<file path="src/hw/mira_pkg.sv">
// constants shared by both ends of the indirect mac register port
package mira_pkg;

  // ==========================================================
  // direct byte registers on the device's own parallel bus
  localparam logic [7:0] DEV_OFS_INDEX = 8'h0a;
  localparam logic [7:0] DEV_OFS_DATA_HIGH = 8'h0b;
  localparam logic [7:0] DEV_OFS_DATA_LOW = 8'h0c;
  localparam logic [7:0] DEV_OFS_TRIGGER = 8'h0d;
  localparam logic [7:0] DEV_BYTE_RST = 8'h00;

  // ==========================================================
  // indirect mac register indices and storage slots
  localparam int MAC_REG_COUNT = 9;
  localparam logic [7:0] IDX_CONTROL = 8'h00;
  localparam logic [7:0] IDX_CONFIG = 8'h01;
  localparam logic [7:0] IDX_B2B_GAP = 8'h02;
  localparam logic [7:0] IDX_NB2B_GAP = 8'h03;
  localparam logic [7:0] IDX_COLL_RETRY = 8'h04;
  localparam logic [7:0] IDX_MAX_LEN = 8'h05;
  localparam logic [7:0] IDX_STATION0 = 8'h10;
  localparam logic [7:0] IDX_STATION1 = 8'h11;
  localparam logic [7:0] IDX_STATION2 = 8'h12;
  localparam logic [3:0] SLOT_STATION0 = 4'h6;
  localparam logic [3:0] SLOT_NONE = 4'hf;
  localparam logic [15:0] CONTROL_RST = 16'h8000;
  localparam logic [15:0] OTHER_RST = 16'h0000;

  // ==========================================================
  // initialisation values written by the controller
  localparam logic [15:0] CFG_FULL = 16'h40b3;
  localparam logic [15:0] CFG_HALF = 16'h4012;
  localparam logic [15:0] B2B_FULL = 16'h0015;
  localparam logic [15:0] B2B_HALF = 16'h0012;
  localparam logic [15:0] NB2B_VALUE = 16'h0c12;
  localparam logic [15:0] MAX_LEN_VALUE = 16'h05ee;
  localparam logic [15:0] CTL_RCV_EN = 16'h0001;
  localparam int CTL_LOOPBACK_BIT = 4;
  localparam int CTL_TXPAUSE_BIT = 3;
  localparam int CTL_RXPAUSE_BIT = 2;
  localparam logic [2:0] INIT_LAST_OP = 3'h7;
  localparam logic [1:0] PHASE_LAST = 2'h3;

  // ==========================================================
  // controller apb register map and fields
  localparam logic [7:0] APB_CTRL = 8'h00;
  localparam logic [7:0] APB_CMD = 8'h04;
  localparam logic [7:0] APB_INDEX = 8'h08;
  localparam logic [7:0] APB_WDATA = 8'h0c;
  localparam logic [7:0] APB_RDATA = 8'h10;
  localparam logic [7:0] APB_STATUS = 8'h14;
  localparam logic [7:0] APB_STATION_HI = 8'h18;
  localparam logic [7:0] APB_STATION_LO = 8'h1c;
  localparam int CTRL_FULL_DUPLEX = 0;
  localparam int CTRL_AUTO_INIT = 1;
  localparam int CTRL_RXPAUSE = 2;
  localparam int CTRL_TXPAUSE = 3;
  localparam int CTRL_LOOPBACK = 4;
  localparam int CTRL_WIDTH = 5;
  localparam int CMD_INIT = 0;
  localparam int CMD_WRITE = 1;
  localparam int CMD_READ = 2;
  localparam int STAT_BUSY = 0;
  localparam int STAT_DONE = 1;
  localparam int STAT_MAC_READY = 2;

  // map an indirect index onto a storage slot, SLOT_NONE when unimplemented
  function automatic logic [3:0] mira_slot(input logic [7:0] idx);
    logic [3:0] s;
    s = SLOT_NONE;
    if (idx <= IDX_MAX_LEN) begin
      s = idx[3:0];
    end else if (idx >= IDX_STATION0 && idx <= IDX_STATION2) begin
      s = SLOT_STATION0 + idx[3:0];
    end
    return s;
  endfunction

endpackage

</file>
<file path="src/hw/mira_if.sv">
// parallel byte bus joining the controller to the device
`timescale 1ns/1ps
interface mira_if;
  logic [7:0] addr;
  logic [7:0] wdata;
  logic wr;
  logic rd;
  logic [7:0] rdata;
  logic rvalid;

  // device end answers reads one cycle after the strobe
  modport dev (
    input addr,
    input wdata,
    input wr,
    input rd,
    output rdata,
    output rvalid
  );

  // controller end issues one-cycle strobes
  modport host (
    output addr,
    output wdata,
    output wr,
    output rd,
    input rdata,
    input rvalid
  );
endinterface

</file>
<file path="src/hw/mira_host.sv">
// controller end: apb registers, indirect access sequencer and mac init
// What this block does
// RL1: mac settings live in nine indirect 16-bit registers
// RL2: 8-bit index selects the trigger's target register
// RL3: high data byte carries value bits 15..8
// RL4: low data byte carries value bits 7..0
// RL5: trigger write copies data bytes into target
// RL6: trigger read copies target into data bytes
// RL7: index first, then data and trigger order
// RL8: init after phy ready and each autoneg; an autoneg_done pulse that comes while a sequence runs starts no init
// RL9: mac duplex matches phy before any traffic
// RL10: configuration gets 0x40b3 full, 0x4012 half
// RL11: back-to-back gap 0x0015 full, 0x0012 half
// RL12: non-back-to-back gap gets 0x0c12
// RL13: maximum frame length gets 0x05ee
// RL14: station address into three consecutive words
// RL15: control last, 0x0001 plus optional loopback/flow
// RL16: indices 0x00-0x05 and 0x10-0x12
// RL17: unimplemented index: write ignored, read zero
//
// The APB register port was chosen for this implementation.
`timescale 1ns/1ps
module mira_host (
  input wire logic sys_clk,
  input wire logic rst_n,
  input wire logic ce,
  input wire logic psel,
  input wire logic penable,
  input wire logic pwrite,
  input wire logic [7:0] paddr,
  input wire logic [31:0] pwdata,
  output logic [31:0] prdata,
  output logic pready,
  output logic pslverr,
  input wire logic autoneg_done,
  output logic mac_ready,
  mira_if.host bus
);

  typedef enum logic [3:0] {
    MIRA_IDLE = 4'b0001,
    MIRA_ISSUE = 4'b0010,
    MIRA_WAIT = 4'b0100,
    MIRA_ADV = 4'b1000
  } mira_state_t;
  // ==========================================================
  // declarations
  mira_state_t state;
  logic [mira_pkg::CTRL_WIDTH-1:0] ctrl;
  logic [7:0] req_index, cur_index, tbl_index;
  logic [15:0] req_wdata, read_data, station_hi, cur_value, tbl_value, ctl_value;
  logic [31:0] station_lo;
  logic [2:0] op_num, tbl_op;
  logic [1:0] phase;
  logic done, op_init, op_read, apb_setup, apb_wr, idle, full_duplex, start;
  logic start_init, start_write, start_read, rd_phase, last_phase, seq_end;
  // apb phase decode and duplex selection
  assign apb_setup = psel && !penable;
  assign apb_wr = psel && penable && pready && pwrite;
  assign idle = (state == MIRA_IDLE);
  assign full_duplex = ctrl[mira_pkg::CTRL_FULL_DUPLEX];
  // starts are ignored while a sequence runs; init wins over the others
  assign start_init = idle && ((apb_wr && paddr == mira_pkg::APB_CMD && pwdata[mira_pkg::CMD_INIT])
    || (autoneg_done && ctrl[mira_pkg::CTRL_AUTO_INIT])); // see RL8
  assign start_write = idle && !start_init && apb_wr && paddr == mira_pkg::APB_CMD
    && pwdata[mira_pkg::CMD_WRITE];
  assign start_read = idle && !start_init && !start_write && apb_wr
    && paddr == mira_pkg::APB_CMD && pwdata[mira_pkg::CMD_READ];
  assign start = start_init || start_write || start_read;
  assign rd_phase = op_read && phase != 2'h0;
  assign last_phase = (phase == mira_pkg::PHASE_LAST);
  assign seq_end = last_phase && (!op_init || op_num == mira_pkg::INIT_LAST_OP);
  assign tbl_op = (state == MIRA_ADV) ? op_num + 3'h1 : 3'h0;
  // ==========================================================
  // init table: duplex-dependent values first, control strictly last
  always_comb begin
    ctl_value = mira_pkg::CTL_RCV_EN; // see RL15
    ctl_value[mira_pkg::CTL_LOOPBACK_BIT] = ctrl[mira_pkg::CTRL_LOOPBACK];
    ctl_value[mira_pkg::CTL_TXPAUSE_BIT] = ctrl[mira_pkg::CTRL_TXPAUSE];
    ctl_value[mira_pkg::CTL_RXPAUSE_BIT] = ctrl[mira_pkg::CTRL_RXPAUSE];
  end
  // table lookup by operation number
  always_comb begin
    case (tbl_op)
      3'h0: begin
        tbl_index = mira_pkg::IDX_CONFIG;
        tbl_value = full_duplex ? mira_pkg::CFG_FULL : mira_pkg::CFG_HALF; // see RL10 see RL9
      end
      3'h1: begin
        tbl_index = mira_pkg::IDX_B2B_GAP;
        tbl_value = full_duplex ? mira_pkg::B2B_FULL : mira_pkg::B2B_HALF; // see RL11
      end
      3'h2: begin
        tbl_index = mira_pkg::IDX_NB2B_GAP;
        tbl_value = mira_pkg::NB2B_VALUE; // see RL12
      end
      3'h3: begin
        tbl_index = mira_pkg::IDX_MAX_LEN;
        tbl_value = mira_pkg::MAX_LEN_VALUE; // see RL13
      end
      3'h4: begin
        tbl_index = mira_pkg::IDX_STATION0;
        tbl_value = station_hi; // see RL14
      end
      3'h5: begin
        tbl_index = mira_pkg::IDX_STATION1;
        tbl_value = station_lo[31:16]; // see RL14
      end
      3'h6: begin
        tbl_index = mira_pkg::IDX_STATION2;
        tbl_value = station_lo[15:0]; // see RL14
      end
      default: begin
        tbl_index = mira_pkg::IDX_CONTROL;
        tbl_value = ctl_value; // see RL15
      end
    endcase
  end
  // ==========================================================
  // apb slave: one wait-free access, answer prepared in the setup cycle
  always_ff @(posedge sys_clk or negedge rst_n) begin
    if (!rst_n) begin
      pready <= 1'b0;
      pslverr <= 1'b0;
      prdata <= 32'h0000_0000;
    end else if (ce) begin
      pready <= apb_setup;
      pslverr <= 1'b0;
      prdata <= 32'h0000_0000;
      if (apb_setup) begin
        case (paddr)
          mira_pkg::APB_CTRL: prdata <= 32'(ctrl);
          mira_pkg::APB_CMD: prdata <= 32'h0000_0000;
          mira_pkg::APB_INDEX: prdata <= 32'(req_index);
          mira_pkg::APB_WDATA: prdata <= 32'(req_wdata);
          mira_pkg::APB_RDATA: prdata <= 32'(read_data);
          mira_pkg::APB_STATUS: prdata <= 32'({mac_ready, done, !idle});
          mira_pkg::APB_STATION_HI: prdata <= 32'(station_hi);
          mira_pkg::APB_STATION_LO: prdata <= station_lo;
          default: pslverr <= 1'b1;
        endcase
      end
    end
  end
  // software-written settings
  always_ff @(posedge sys_clk or negedge rst_n) begin
    if (!rst_n) begin
      ctrl <= '0;
      req_index <= 8'h00;
      req_wdata <= 16'h0000;
      station_hi <= 16'h0000;
      station_lo <= 32'h0000_0000;
    end else if (ce && apb_wr) begin
      case (paddr)
        mira_pkg::APB_CTRL: ctrl <= pwdata[mira_pkg::CTRL_WIDTH-1:0];
        mira_pkg::APB_INDEX: req_index <= pwdata[7:0];
        mira_pkg::APB_WDATA: req_wdata <= pwdata[15:0];
        mira_pkg::APB_STATION_HI: station_hi <= pwdata[15:0];
        mira_pkg::APB_STATION_LO: station_lo <= pwdata;
        default: ;
      endcase
    end
  end
  // done flag: completion sets, writing one clears, set wins
  always_ff @(posedge sys_clk or negedge rst_n) begin
    if (!rst_n) begin
      done <= 1'b0;
    end else if (ce) begin
      if (state == MIRA_ADV && seq_end) begin
        done <= 1'b1;
      end else if (apb_wr && paddr == mira_pkg::APB_STATUS && pwdata[mira_pkg::STAT_DONE]) begin
        done <= 1'b0;
      end
    end
  end
  // traffic may only flow once the duplex-matched init has finished
  always_ff @(posedge sys_clk or negedge rst_n) begin
    if (!rst_n) begin
      mac_ready <= 1'b0;
    end else if (ce) begin
      if (start_init) begin
        mac_ready <= 1'b0; // see RL9
      end else if (state == MIRA_ADV && seq_end && op_init) begin
        mac_ready <= 1'b1; // see RL9
      end
    end
  end
  // ==========================================================
  // sequencer state
  always_ff @(posedge sys_clk or negedge rst_n) begin
    if (!rst_n) begin
      state <= MIRA_IDLE;
    end else if (ce) begin
      case (state)
        MIRA_IDLE: if (start) state <= MIRA_ISSUE;
        MIRA_ISSUE: state <= rd_phase ? MIRA_WAIT : MIRA_ADV;
        MIRA_WAIT: if (bus.rvalid) state <= MIRA_ADV;
        MIRA_ADV: state <= seq_end ? MIRA_IDLE : MIRA_ISSUE;
        default: state <= MIRA_IDLE;
      endcase
    end
  end
  // operation and phase bookkeeping; each op is four byte accesses
  always_ff @(posedge sys_clk or negedge rst_n) begin
    if (!rst_n) begin
      op_num <= 3'h0;
      phase <= 2'h0;
      op_init <= 1'b0;
      op_read <= 1'b0;
      cur_index <= 8'h00;
      cur_value <= 16'h0000;
    end else if (ce) begin
      if (start) begin
        op_num <= 3'h0;
        phase <= 2'h0;
        op_init <= start_init;
        op_read <= start_read;
        cur_index <= start_init ? tbl_index : req_index;
        cur_value <= start_init ? tbl_value : req_wdata;
      end else if (state == MIRA_ADV && !seq_end) begin
        if (last_phase) begin
          phase <= 2'h0;
          op_num <= tbl_op;
          cur_index <= tbl_index;
          cur_value <= tbl_value;
        end else begin
          phase <= phase + 2'h1;
        end
      end
    end
  end
  // byte strobes: index first, then data bytes and trigger, or trigger then data
  always_ff @(posedge sys_clk or negedge rst_n) begin
    if (!rst_n) begin
      bus.wr <= 1'b0;
      bus.rd <= 1'b0;
      bus.addr <= 8'h00;
      bus.wdata <= 8'h00;
    end else if (ce) begin
      bus.wr <= 1'b0;
      bus.rd <= 1'b0;
      if (state == MIRA_ISSUE) begin
        bus.wr <= !rd_phase; // see RL7
        bus.rd <= rd_phase; // see RL7
        case (phase)
          2'h0: begin
            bus.addr <= mira_pkg::DEV_OFS_INDEX; // see RL7
            bus.wdata <= cur_index;
          end
          2'h1: begin
            bus.addr <= op_read ? mira_pkg::DEV_OFS_TRIGGER : mira_pkg::DEV_OFS_DATA_HIGH;
            bus.wdata <= cur_value[15:8];
          end
          2'h2: begin
            bus.addr <= op_read ? mira_pkg::DEV_OFS_DATA_HIGH : mira_pkg::DEV_OFS_DATA_LOW;
            bus.wdata <= cur_value[7:0];
          end
          default: begin
            bus.addr <= op_read ? mira_pkg::DEV_OFS_DATA_LOW : mira_pkg::DEV_OFS_TRIGGER;
            bus.wdata <= 8'h00;
          end
        endcase
      end
    end
  end
  // capture the two data bytes of a read; trigger-read data is dropped
  always_ff @(posedge sys_clk or negedge rst_n) begin
    if (!rst_n) begin
      read_data <= 16'h0000;
    end else if (ce && state == MIRA_WAIT && bus.rvalid) begin
      if (phase == 2'h2) begin
        read_data[15:8] <= bus.rdata;
      end else if (last_phase) begin
        read_data[7:0] <= bus.rdata;
      end
    end
  end
endmodule // mira_host

</file>
<file path="src/flat_wrapper.sv">
// flat-port wrapper written by rule: the top's interface ports become plain ports
module mira_host_flat 
  (sys_clk, rst_n, ce, psel, penable, pwrite, paddr, pwdata, prdata, pready, pslverr, autoneg_done, mac_ready, bus_addr, bus_wdata, bus_wr, bus_rd, bus_rdata, bus_rvalid);
  mira_if bus_i ();
  input wire logic sys_clk;
  input wire logic rst_n;
  input wire logic ce;
  input wire logic psel;
  input wire logic penable;
  input wire logic pwrite;
  input wire logic [7:0] paddr;
  input wire logic [31:0] pwdata;
  output logic [31:0] prdata;
  output logic pready;
  output logic pslverr;
  input wire logic autoneg_done;
  output logic mac_ready;
  output wire logic [$bits(bus_i.addr)-1:0] bus_addr;
  output wire logic [$bits(bus_i.wdata)-1:0] bus_wdata;
  output wire logic [$bits(bus_i.wr)-1:0] bus_wr;
  output wire logic [$bits(bus_i.rd)-1:0] bus_rd;
  input wire logic [$bits(bus_i.rdata)-1:0] bus_rdata;
  input wire logic [$bits(bus_i.rvalid)-1:0] bus_rvalid;
  assign bus_addr = bus_i.addr;
  assign bus_wdata = bus_i.wdata;
  assign bus_wr = bus_i.wr;
  assign bus_rd = bus_i.rd;
  assign bus_i.rdata = bus_rdata;
  assign bus_i.rvalid = bus_rvalid;
  mira_host u_core (.sys_clk(sys_clk), .rst_n(rst_n), .ce(ce), .psel(psel), .penable(penable), .pwrite(pwrite), .paddr(paddr), .pwdata(pwdata), .prdata(prdata), .pready(pready), .pslverr(pslverr), .autoneg_done(autoneg_done), .mac_ready(mac_ready), .bus(bus_i));
endmodule
</file>
<file path="config.mk">
export PLATFORM = sky130hd
export DESIGN_NAME = mira_host_flat
export DESIGN_NICKNAME = d
export VERILOG_FILES = /design/src/hw/mira_pkg.sv /design/src/hw/mira_if.sv /design/src/hw/mira_host.sv /design/src/flat_wrapper.sv
export SDC_FILE = /design/constraint.sdc
export NUM_CORES = 1
export LEC_CHECK = 0
export ABC_AREA = 1
export BUFFER_PORTS_ARGS = -buffer_cell sky130_fd_sc_hd__buf_4
export CAP_MARGIN = 0
export CELL_PAD_IN_SITES_DETAIL_PLACEMENT = 1
export CELL_PAD_IN_SITES_GLOBAL_PLACEMENT = 1
export CORE_UTILIZATION = 40
export CTS_BUF_LIST = sky130_fd_sc_hd__clkbuf_2
export DETAILED_ROUTE_END_ITERATION = 8
export PLACE_DENSITY = 0.76
export SLEW_MARGIN = 40
export SYNTH_ARGS = -nofsm -noshare
export SYNTH_HDL_FRONTEND = slang
export SYNTH_SLANG_ARGS = --single-unit
</file>
<file path="constraint.sdc">
create_clock -name sys_clk -period 2.7 [get_ports sys_clk]
set_input_delay 0.405 -clock sys_clk [delete_from_list [all_inputs] [get_ports sys_clk]]
set_output_delay 0.405 -clock sys_clk [all_outputs]
set_load 0.03 [all_outputs]
</file>
# Yosys cells after proc, flatten, opt, wreduce, memory -nomap -nowiden
# Index checks and enable logic that the tools add are counted.
# Widths: inputs -> output; s select.
# word_totals
regBits	182
input_bits	56
output_inout_bits	53
elab_cells	148
# classes
addsub	2
eq_ne	23
muxes	39
bitwise_logic	1
reduce_logical	60
# ops
cell	count
$pmux 32 s7	1
$pmux 16 s7	1
$mux 16	4
$pmux 8 s3	2
$mux 8	5
$pmux 5 s7	1
$eq 8x5->1 const B	4
$mux 32	1
$logic_and 1x1->1	26
$reduce_and 2->1	11
$mux 3	7
$eq 8x4->1 const B	2
$pmux 4 s4	1
$eq 3x3->1 const B	4
$mux 4	3
$reduce_bool 2->1	5
$mux 1	9
$reduce_and 3->1	3
$eq 8x3->1 const B	1
$logic_not 8->1	1
$mux 2	4
$reduce_or 8->1	1
$logic_not 1->1	7
$eq 3x2->1 const B	2
14 further kinds	19

# Depth between registers and ports, before layout
# Gate-level depths: netlist (run 1).
# logic_depth
depth_word	20
depth_mapped	14
ltp_nobuf	13

# Worst setup path before layout (run 1)
# No wires, ideal clock.
# synth_path
path_type	reg2reg
startpoint	reg u_core.op_num[0]
endpoint	reg u_core.cur_value[1]
t_arrival_ps	1840
required_time_ps	2635
setup_slack_ps	795
stages_incl_launch_ff	14
n_path_buf	2
cell_sequence	dfrtp_1 -> ha_1 -> clkbuf_1 -> nand3_1 -> nor2_2 -> nand2_1 -> buf_2 -> nor2_1 -> nor2_1 -> nand2_1 -> nand2_1 -> nand2_1 -> nand3_1 -> nand2_1
# synth_via
elab_chain_cells	7
word_cells_on_any_way	21
classes_between	add/sub: 1; eq/ne: 7; mux: 6; reduce/logical: 7
# synth_lines
element	line	source
start, declared	mira_host.sv:53	logic [2:0] op_num, tbl_op;
start signal, assigned	mira_host.sv:223	op_num <= tbl_op;
$add 3x1->3 or $eq 3x3->1 (tied branches)	mira_host.sv:73, mira_host.sv:72	
$mux 3 or $logic_or 1x1->1 (tied branches)	mira_host.sv:73, mira_host.sv:72	
$eq 3x3->1, or another cell as far along	mira_host.sv:84	case (tbl_op)
$pmux 16 s7 or $logic_not 1->1 (tied branches)	mira_host.sv:84, mira_host.sv:220	
$mux 16 or $logic_and 1x1->1 (tied branches)	mira_host.sv:221, mira_host.sv:220	
$mux 16 or $reduce_bool 2->1 (tied branches)	-	
$mux 16 or $reduce_and 3->1 (tied branches)	-	
end signal, assigned	mira_host.sv:219	cur_value <= start_init ? tbl_value : req_wdata;
end signal, assigned	mira_host.sv:225	cur_value <= tbl_value;
end, declared	mira_host.sv:51	logic [15:0] req_wdata, read_data, station_hi, cur_value, tbl_value, ctl_value;
# Several ways; a longest one is shown, not always the timed one. The select of a mux whose other input is x is not followed.
# A chain may end at the register's enable or synchronous reset.

# Final worst setup path (run 1)
# layout_path
startpoint	reg u_core.pready
endpoint	reg u_core.cur_value[13]
# layout_via
elab_chain_cells	19
word_cells_on_any_way	23
classes_between	mux: 2; reduce/logical: 21
# layout_lines
element	line	source
start, declared	mira_host.sv:33	output logic pready,
start signal, assigned	mira_host.sv:127	pready <= apb_setup;
$logic_and 1x1->1 * (2 in a row)	mira_host.sv:59	assign apb_wr = psel && penable && pready && pwrite;
$logic_and 1x1->1 (2 in a row)	mira_host.sv:63	assign start_init = idle && ((apb_wr && paddr == mira_pkg::APB_CMD && pwdata[mira_pkg::CMD_INIT])
$logic_or 1x1->1	mira_host.sv:64	|| (autoneg_done && ctrl[mira_pkg::CTRL_AUTO_INIT]));
$logic_and 1x1->1	mira_host.sv:63	
$logic_not 1->1	mira_host.sv:65, mira_host.sv:67	
$logic_and 1x1->1	mira_host.sv:65, mira_host.sv:67	
$logic_and 1x1->1 (2 in a row)	mira_host.sv:65	assign start_write = idle && !start_init && apb_wr && paddr == mira_pkg::APB_CMD
$logic_and 1x1->1	mira_host.sv:66	&& pwdata[mira_pkg::CMD_WRITE];
$logic_not 1->1	mira_host.sv:67	assign start_read = idle && !start_init && !start_write && apb_wr
$logic_and 1x1->1 (2 in a row)	mira_host.sv:67	
$logic_and 1x1->1 (2 in a row)	mira_host.sv:68	&& paddr == mira_pkg::APB_CMD && pwdata[mira_pkg::CMD_READ];
$logic_or 1x1->1	mira_host.sv:69	assign start = start_init || start_write || start_read;
$reduce_bool 2->1 (no line)	-	
$reduce_and 3->1 (no line)	-	
# Every way passes the cells marked *; elsewhere a longest branch is shown, timed or not.

==> impl_results.md, run 1 <==
* Status: finished, final reports clean
* Internal Power at 3.921 mW
* Crit end category: flip-flop
* Die ar. at 22170 sq um
* GR Util met1 at a little under two fifths
* Synthesized instance count at between 1000 and 1500
* Dpl hpwl at 21650 um
* CTS buffer count at 17
* Final worst path period need at 2.296 ns
* Fin. Hold Viols at 0
* Setup crit start kind: flip-flop
* Clock sinks at ~180
* Final #Nets at 1278
* Leakage at 5.256 nW
* Worst-margin pin slew at approximately 0.72 ns
* Routed wire length at around 30000 um
* CTS Root Cell: clkbuf_2
* Top cells by area, synth: dfrtp_1, nand2_1, inv_1
* Seq pwr share at roughly half
* Largest net degree at the start of global routing at 67
* Initial antenna violation count at 1
* GRT met2 Usage at about 44%
* Synth Cell Area at roughly 8600 sq um
* Setup violators final at 0
* Vias at 8059
* Clock power share at between 20% and 30%
* Final Core Density at 49.47%
* Cells after DPL at about 1400
* Critical Path AT at about 3.0 ns
* Top cell type's share of synthesized area at about half
* Clock Skew at about 0.036 ns
* Worst-path clk slew at 0.27 ns
* Tot GR Track Use at between 20% and 30%
* Layer with the highest usage: met2
* Initial cell density of the core at between 40% and 50%
* Hold_ws at around 0.035 ns
* Chip width at ~150 um
* Post-synth top cells: nand2_1, dfrtp_1, inv_1
* Post-synthesis area per instance at 8.023 sq um
* Number of library cell types mapped by synthesis at 43
* Number of global-route vias before repair at just over 8000
* Synth Warn # at 0
* Async SR Flop Fraction at between 90% and 100%
* Power share of the combinational group at between 20 and 25%
* DR DRC count at 0
* Synthesized flop and latch total at between 150 and 200
* Routability cong. at around 0.98
* Routed Antenna Nets at 0
* Slew Viols, Final at 0
* Final worst-path cycle share at 85.04%
* TritonRoute pass-1 iters at 7
* PortBufs at around 100
* Row count at 53
* Setup TNS at 0 ns
* Top_reg_cell synth: dfrtp_1
* Die H at between 100 and 150 um
* Sequential element share of the synthesized area at around 52%
* Leading area contributor after synthesis: dfrtp_1
* Core area at approximately 21000 sq um
* Share of cells above drive strength 1 at 15.87%
* IO Count at roughly 110
* Iteration-0 DRC Markers at 479
* Non-filler instance count after layout at roughly 1500
* FMAX at ~440 MHz
* Area growth syn-to-layout at 20.83%
* RSZ-0062 raised after global routing: false
* VDD IR-drop max at 377.9 uV
* Crit path max fanout at 16
* CTS tree: built
* Overall Power at 5.917 mW
* Via density at ~5.4
* Switching part of the total at about a third
* Clock tree buffer depth at 2
* Max-Cap Viols at 0
* Grt total ovfl at 0
* GRT met3 Usage at under 10%
* Worst min path class: input pin to flip-flop
* CP Class: flip-flop to flip-flop
* Count leader, synth: nand2_1
* H-tree depth at 4
* Max-slew headroom at about half
* Switching Power at 1.995 mW
* First-pass GRT wire length at between 40000 and 50000 um
* Wire per inst at just under 20 um
* Worst endpoint required time at roughly 3.4 ns
* Number of flops mapped to enable cells by yosys at 0
* Clock latency at the later pin of the worst-skew pair at slightly below 0.8 ns
* Pwr dens at 567.2 nW/um^2
[kinds of logic (layout without fill, tap and decap cells)]
group,after synthesis,count (layout),synth area share [%]
DFF,178,178,51.61
other,1,5,0.04344
AOI/OAI and AO/OA,216,216,14.54
buffers and inverters,166,316,7.884
and+or+nand+nor,509,509,25.06
adders and majority gates,6,6,0.8695
[layout make-up]
class / instances / area [sq um]
Sequential cell: 178 / 4456
Inverter: 116 / 435.4
Antenna cell: 1 / 2.502
Timing Repair Buffer: 168 / 1415
Multi-Input combinational cell: 735 / 3511
Clock inverter: 15 / 182.7
Fill cell: 2638 / 10660
Clock buffer: 17 / 85.08
Tap cell: 275 / 344.1
[sequential cells by signal, indices dropped and copies added (netlist names), 2 cells and up]
name	flops
u_core.req_wdata	16
u_core.read_data	16
u_core.prdata	32
u_core.bus.addr	4
u_core.station_hi	16
u_core.state	4
u_core.station_lo	32
u_core.cur_index	8
u_core.phase	2
u_core.op_num	3
u_core.req_index	8
u_core.bus.wdata	8
u_core.ctrl	5
u_core.cur_value	16
[cell usage in the layout (no fill, tap or decap), types with 2 or more instances in the layout]
master         synthesis  layout
a21oi_1               28      28
a22o_1                13      13
buf_12                 0       4
buf_4                  7     123
bufinv_16              0       3
clkbuf_2               0      17
clkinv_1               0       2
clkinv_4               0       5
conb_1                 1       4
dfrtp_1              177     177
dlygate4sd3_1          0      40
ha_1                   6       6
inv_1                107     107
inv_2                  9       9
inv_6                  0       2
nand2_1              338     337
nand2_2                2       3
nand2_4                4       4
nand3_1               70      70
nand3b_1               2       2
nand4_1                6       6
nor2_1                64      64
nor2_2                 7       7
nor2_4                 4       4
nor3_1                 5       5
nor4_1                 2       2
o2111ai_1              4       4
o211ai_1               3       3
o21a_1                 2       2
o21ai_0               79      79
o21ai_1               48      48
o22ai_1               15      15
o31ai_1               17      17
[stage by stage]
| step | area, sq um | setup slack (ns) |
|---|---|---|
| after floorplan | 8645 | 0.7950 |
| after global placement | 9761 | 0.3399 |
| after detailed placement | 9761 | 0.2805 |
| after CTS | 10410 | 0.4264 |
| after global routing | 10430 | 0.2064 |
| final | 10430 | 0.4040 |
[metal layers]
metal	wire, um	part of all wire, %
met5	0	0
met4	1010	3.4
met3	1435	4.9
met2	14030	48
met1	12960	44
[worst paths after layout]
check                                            end  slack (ns)  cells after the start                from
worst min register to register    u_core.bus.addr[3]        0.51                      1  u_core.bus.addr[3]
max in group asynchronous       u_core.station_hi[8]        1.83                      3               rst_n
worst max-delay path            u_core.cur_value[13]        0.40                     11       u_core.pready
min in group asynchronous              u_core.pready        0.10                      2               rst_n
worst max register to register  u_core.cur_value[13]        0.40                     11       u_core.pready
worst min-delay path            u_core.station_lo[1]        0.04                      3           pwdata[1]
[power by group through the flow]
stage,Clock (mW),Combinational (mW),Sequential (mW)
2_1_floorplan,0,0.637,3.24
3_3_place_gp,0,1.24,3.11
3_5_place_dp,0,1.27,3.12
4_1_cts,1.57,1.32,3.07
5_1_grt,1.66,1.44,3.11
6_report,1.53,1.31,3.07
[what timing repair did]
item,4_1_cts,5_1_grt
buffers inserted,0,0
resized for setup,0,0
hold endpoints to repair,121,4
hold buffers,38,2
[critical path: stages (launching register included)]
cell and delay, ns:
dfrtp_1 0.45, nand2_1 0.10, nor2_1 0.36, nand3_1 0.15, nor2_2 0.21, inv_2 0.07
o21ai_2 0.16, buf_4 0.29, nand3_1 0.11, nand2_1 0.17, nand3_1 0.09, nand2_1 0.08
Power figures use the tool's default switching activity.
==> inputs of run 2 (changes only) <==
Settings changed: PLACE_DENSITY 0.76 to default, PLACE_DENSITY_LB_ADDON from default to 0.1.
==> run 2 against run 1 <==
  * Non-clock buffer count is 3 lower
  * Clock power decreased by 9.8%
  * Via count is 1.7% lower
  * Register-to-register slack worse by 0.13 ns
  * Fmax fell by 5.2%
  * Die area is the same
  * Clock skew is 0.0047 ns higher
  * Design area shrank 0.62%
  * Clock-buffer cell count stayed put
  * Largest cell class unchanged
==> impl_results.md, run 2 (synthesis results as in run 1) <==
* Commonest non-fill, non-tap cell in the layout: nand2_1
* Setup TNS at 0 ns (unchanged)
* DR DRC count at 0 (unchanged)
* Row count at 53 (unchanged)
* Setup Fix Bufs, Post-CTS at 0 (unchanged)
* Final worst path period need at 2.421 ns (+0.1252 ns)
* CTS tree: built
* Final #Nets at 1275 (-0.23%)
* Share of cells above drive strength 1 at 15.74% (-0.12 points)
* CP max stage cell: dfrtp_1
* Cells along the critical path: ha_1 > nand3_1 > nor2_2 > nand2_2 > inv_1 > nand2_1 > nand4_1 > nand2_1 > nand2_1 > nand3_1 > nand2_1
* Top delay family on crit path: simple AND/OR/NAND/NOR gates
* Largest net degree at the start of global routing at 55 (-18%)
* Max-Cap Viols at 0 (unchanged)
* Leakage at 5.219 nW (-0.70%)
* IO Count at 109 (unchanged)
* Crit-path max cell delay at 0.48 ns (+0.03 ns)
* CTS buffer count at 17 (unchanged)
* Initial cell density of the core at 40.94% (unchanged)
* Wire per inst at 19.52 um (-0.20%)
* Worst-path clk slew at 0.31 ns (+0.04 ns)
* Clock tree buffer depth at 2 (unchanged)
* Fin. Hold Viols at 0 (unchanged)
* PortBufs at 104 (unchanged)
* Fill count at 2645 (+0.27%)
* Worst-margin pin slew at 0.7044 ns (-0.01846 ns)
* Initial antenna violation count at 1 (unchanged)
* Iteration-0 DRC Markers at 500 (+4.4%)
* Slew Viols, Final at 0 (unchanged)
* Hold_ws at 0.03344 ns (-0.001993 ns)
* Via density at 5.273 (-1.5%)
* Crit path max fanout at 11 (-5)
* TritonRoute pass-1 iters at 6 (-1)
* Worst min path class: input pin to async pin
* Crit end category: flip-flop
* CTS Root Cell: clkbuf_2
* Setup crit start kind: flip-flop
* Clock Skew at 0.04055 ns (+0.004666 ns)
* CP Class: flip-flop to flip-flop
* Chip width at 148.9 um (unchanged)
* Dpl hpwl at 21720 um (+0.35%)
* Grt total ovfl at 0 (unchanged)
* Critical Path AT at 3.22 ns (+0.21 ns)
* Cell mode on critical path: nand2_1
* First-pass GRT wire length at 46210 um (-0.24%)
* Setup violators final at 0 (unchanged)
* Max-slew headroom at 52.93% (+1.2 points)
* Core area at 21090 sq um (unchanged)
* Pwr dens at 555.6 nW/um^2 (-2.0%)
* Number of global-route vias before repair at 8018 (-1.9%)
* Vias at 7920 (-1.7%)
* RSZ-0062 raised after global routing: false
* Clock sinks at 178 (unchanged)
* Status: finished, final reports clean
* Final worst-path cycle share at 89.68% (+4.6 points)
* Worst Path Buf+Inv at 1 (-1)
* Commonest non-fill, non-tap cells in the layout: nand2_1, dfrtp_1, buf_4
* Die ar. at 22170 sq um (unchanged)
* FMAX at 413.0 MHz (-5.2%)
* Routability cong. at 0.9637 (-1.7%)
* Tot GR Track Use at 27.91% (+0.16 points)
* Die H at 148.9 um (unchanged)
* Area growth syn-to-layout at 20.07%
* Clock latency at the later pin of the worst-skew pair at 0.82 ns (+0.05 ns)
* VDD IR-drop max at 206.3 uV (-45%)
* Worst endpoint required time at 3.50 ns (+0.08 ns)
* Routed Antenna Nets at 0 (unchanged)
* H-tree depth at 4 (unchanged)
* Regs by FF count: u_core.prdata x32, u_core.station_lo x32
* Routed wire length at 29320 um (-0.40%)
run 2: cell count changes in the layout (fill, tap and decap cells not counted), sizes merged:
cell | before | now
buf | 128 | 123
inv | 119 | 125
dlygate4sd3 | 40 | 42
bufinv | 3 | 0
clkinv | 8 | 5
run 2: metal layers:
layer / part of all wire, % / vias to the layer above / track usage (%)
li1: - / 3760 / -
met3: 3.8 / 43 / 3.517
met2: 47 / 194 / 44.51
met5: 0.051 / - / 0
met1: 47 / 3921 / 38.89
met4: 2.8 / 2 / 10.10
run 2: final cells by class:
cell class | instances | area [sq um] | share of cell area, %
clock buffers | 17 | 85.08 | 0.8208
flip-flops and latches | 178 | 4456 | 42.98
diodes | 1 | 2.502 | 0.02414
clock inverters | 15 | 137.6 | 1.328
well taps | 275 | 344.1 | 3.319
multi-input cells | 735 | 3521 | 33.97
inverters | 116 | 435.4 | 4.200
repair buffers | 165 | 1385 | 13.36
run 2: stage by stage:
stage	std cells	utilization [%]	cell area, sq um	total power, mW	setup WS (ns)
final	1502	49.16	10370	5.760	0.2788
after global routing	1502	49.16	10370	6.063	0.1475
after CTS	1501	49.13	10360	5.806	0.1586
after detailed placement	1427	46.08	9718	4.390	0.1492
after global placement	1427	46.05	9711	4.364	0.1196
after floorplan	1079	-	8645	3.873	0.7950
run 2: report_power, final:
group	total [mW]	switching, mW	internal (mW)	leakage (nW)
combinational	1.30	0.815	0.485	2.73
sequential	3.08	0.172	2.91	2.35
clock	1.38	1.09	0.291	0.139
run 2: final timing paths:
kind	startpoint	end	slack (ns)	cells past startpoint
worst max-delay path	u_core.op_num[0]	u_core.cur_value[2]	0.28	11
worst min-delay path	rst_n	u_core.prdata[26]	0.03	2
worst max register to register	u_core.op_num[0]	u_core.cur_value[2]	0.28	11
worst min register to register	u_core.bus.addr[3]	u_core.bus.addr[3]	0.51	1
max in group asynchronous	rst_n	u_core.station_hi[3]	1.92	3
min in group sys_clk	pwdata[2]	u_core.station_lo[2]	0.08	4
run 2: repair_timing:
item                                    in CTS  in global routing
gates resized for setup                      0                  1
endpoints found under the setup margin       0                  1
endpoints found under the hold margin      266                  0
hold buffers                                42                  0
run 2: worst reg2reg max path, stage by stage, from the launching register on:
cell and delay, ns:
dfrtp_1 0.48, ha_1 0.44, nand3_1 0.26, nor2_2 0.29
nand2_2 0.24, inv_1 0.16, nand2_1 0.10, nand4_1 0.13
nand2_1 0.09, nand2_1 0.09, nand3_1 0.07, nand2_1 0.08
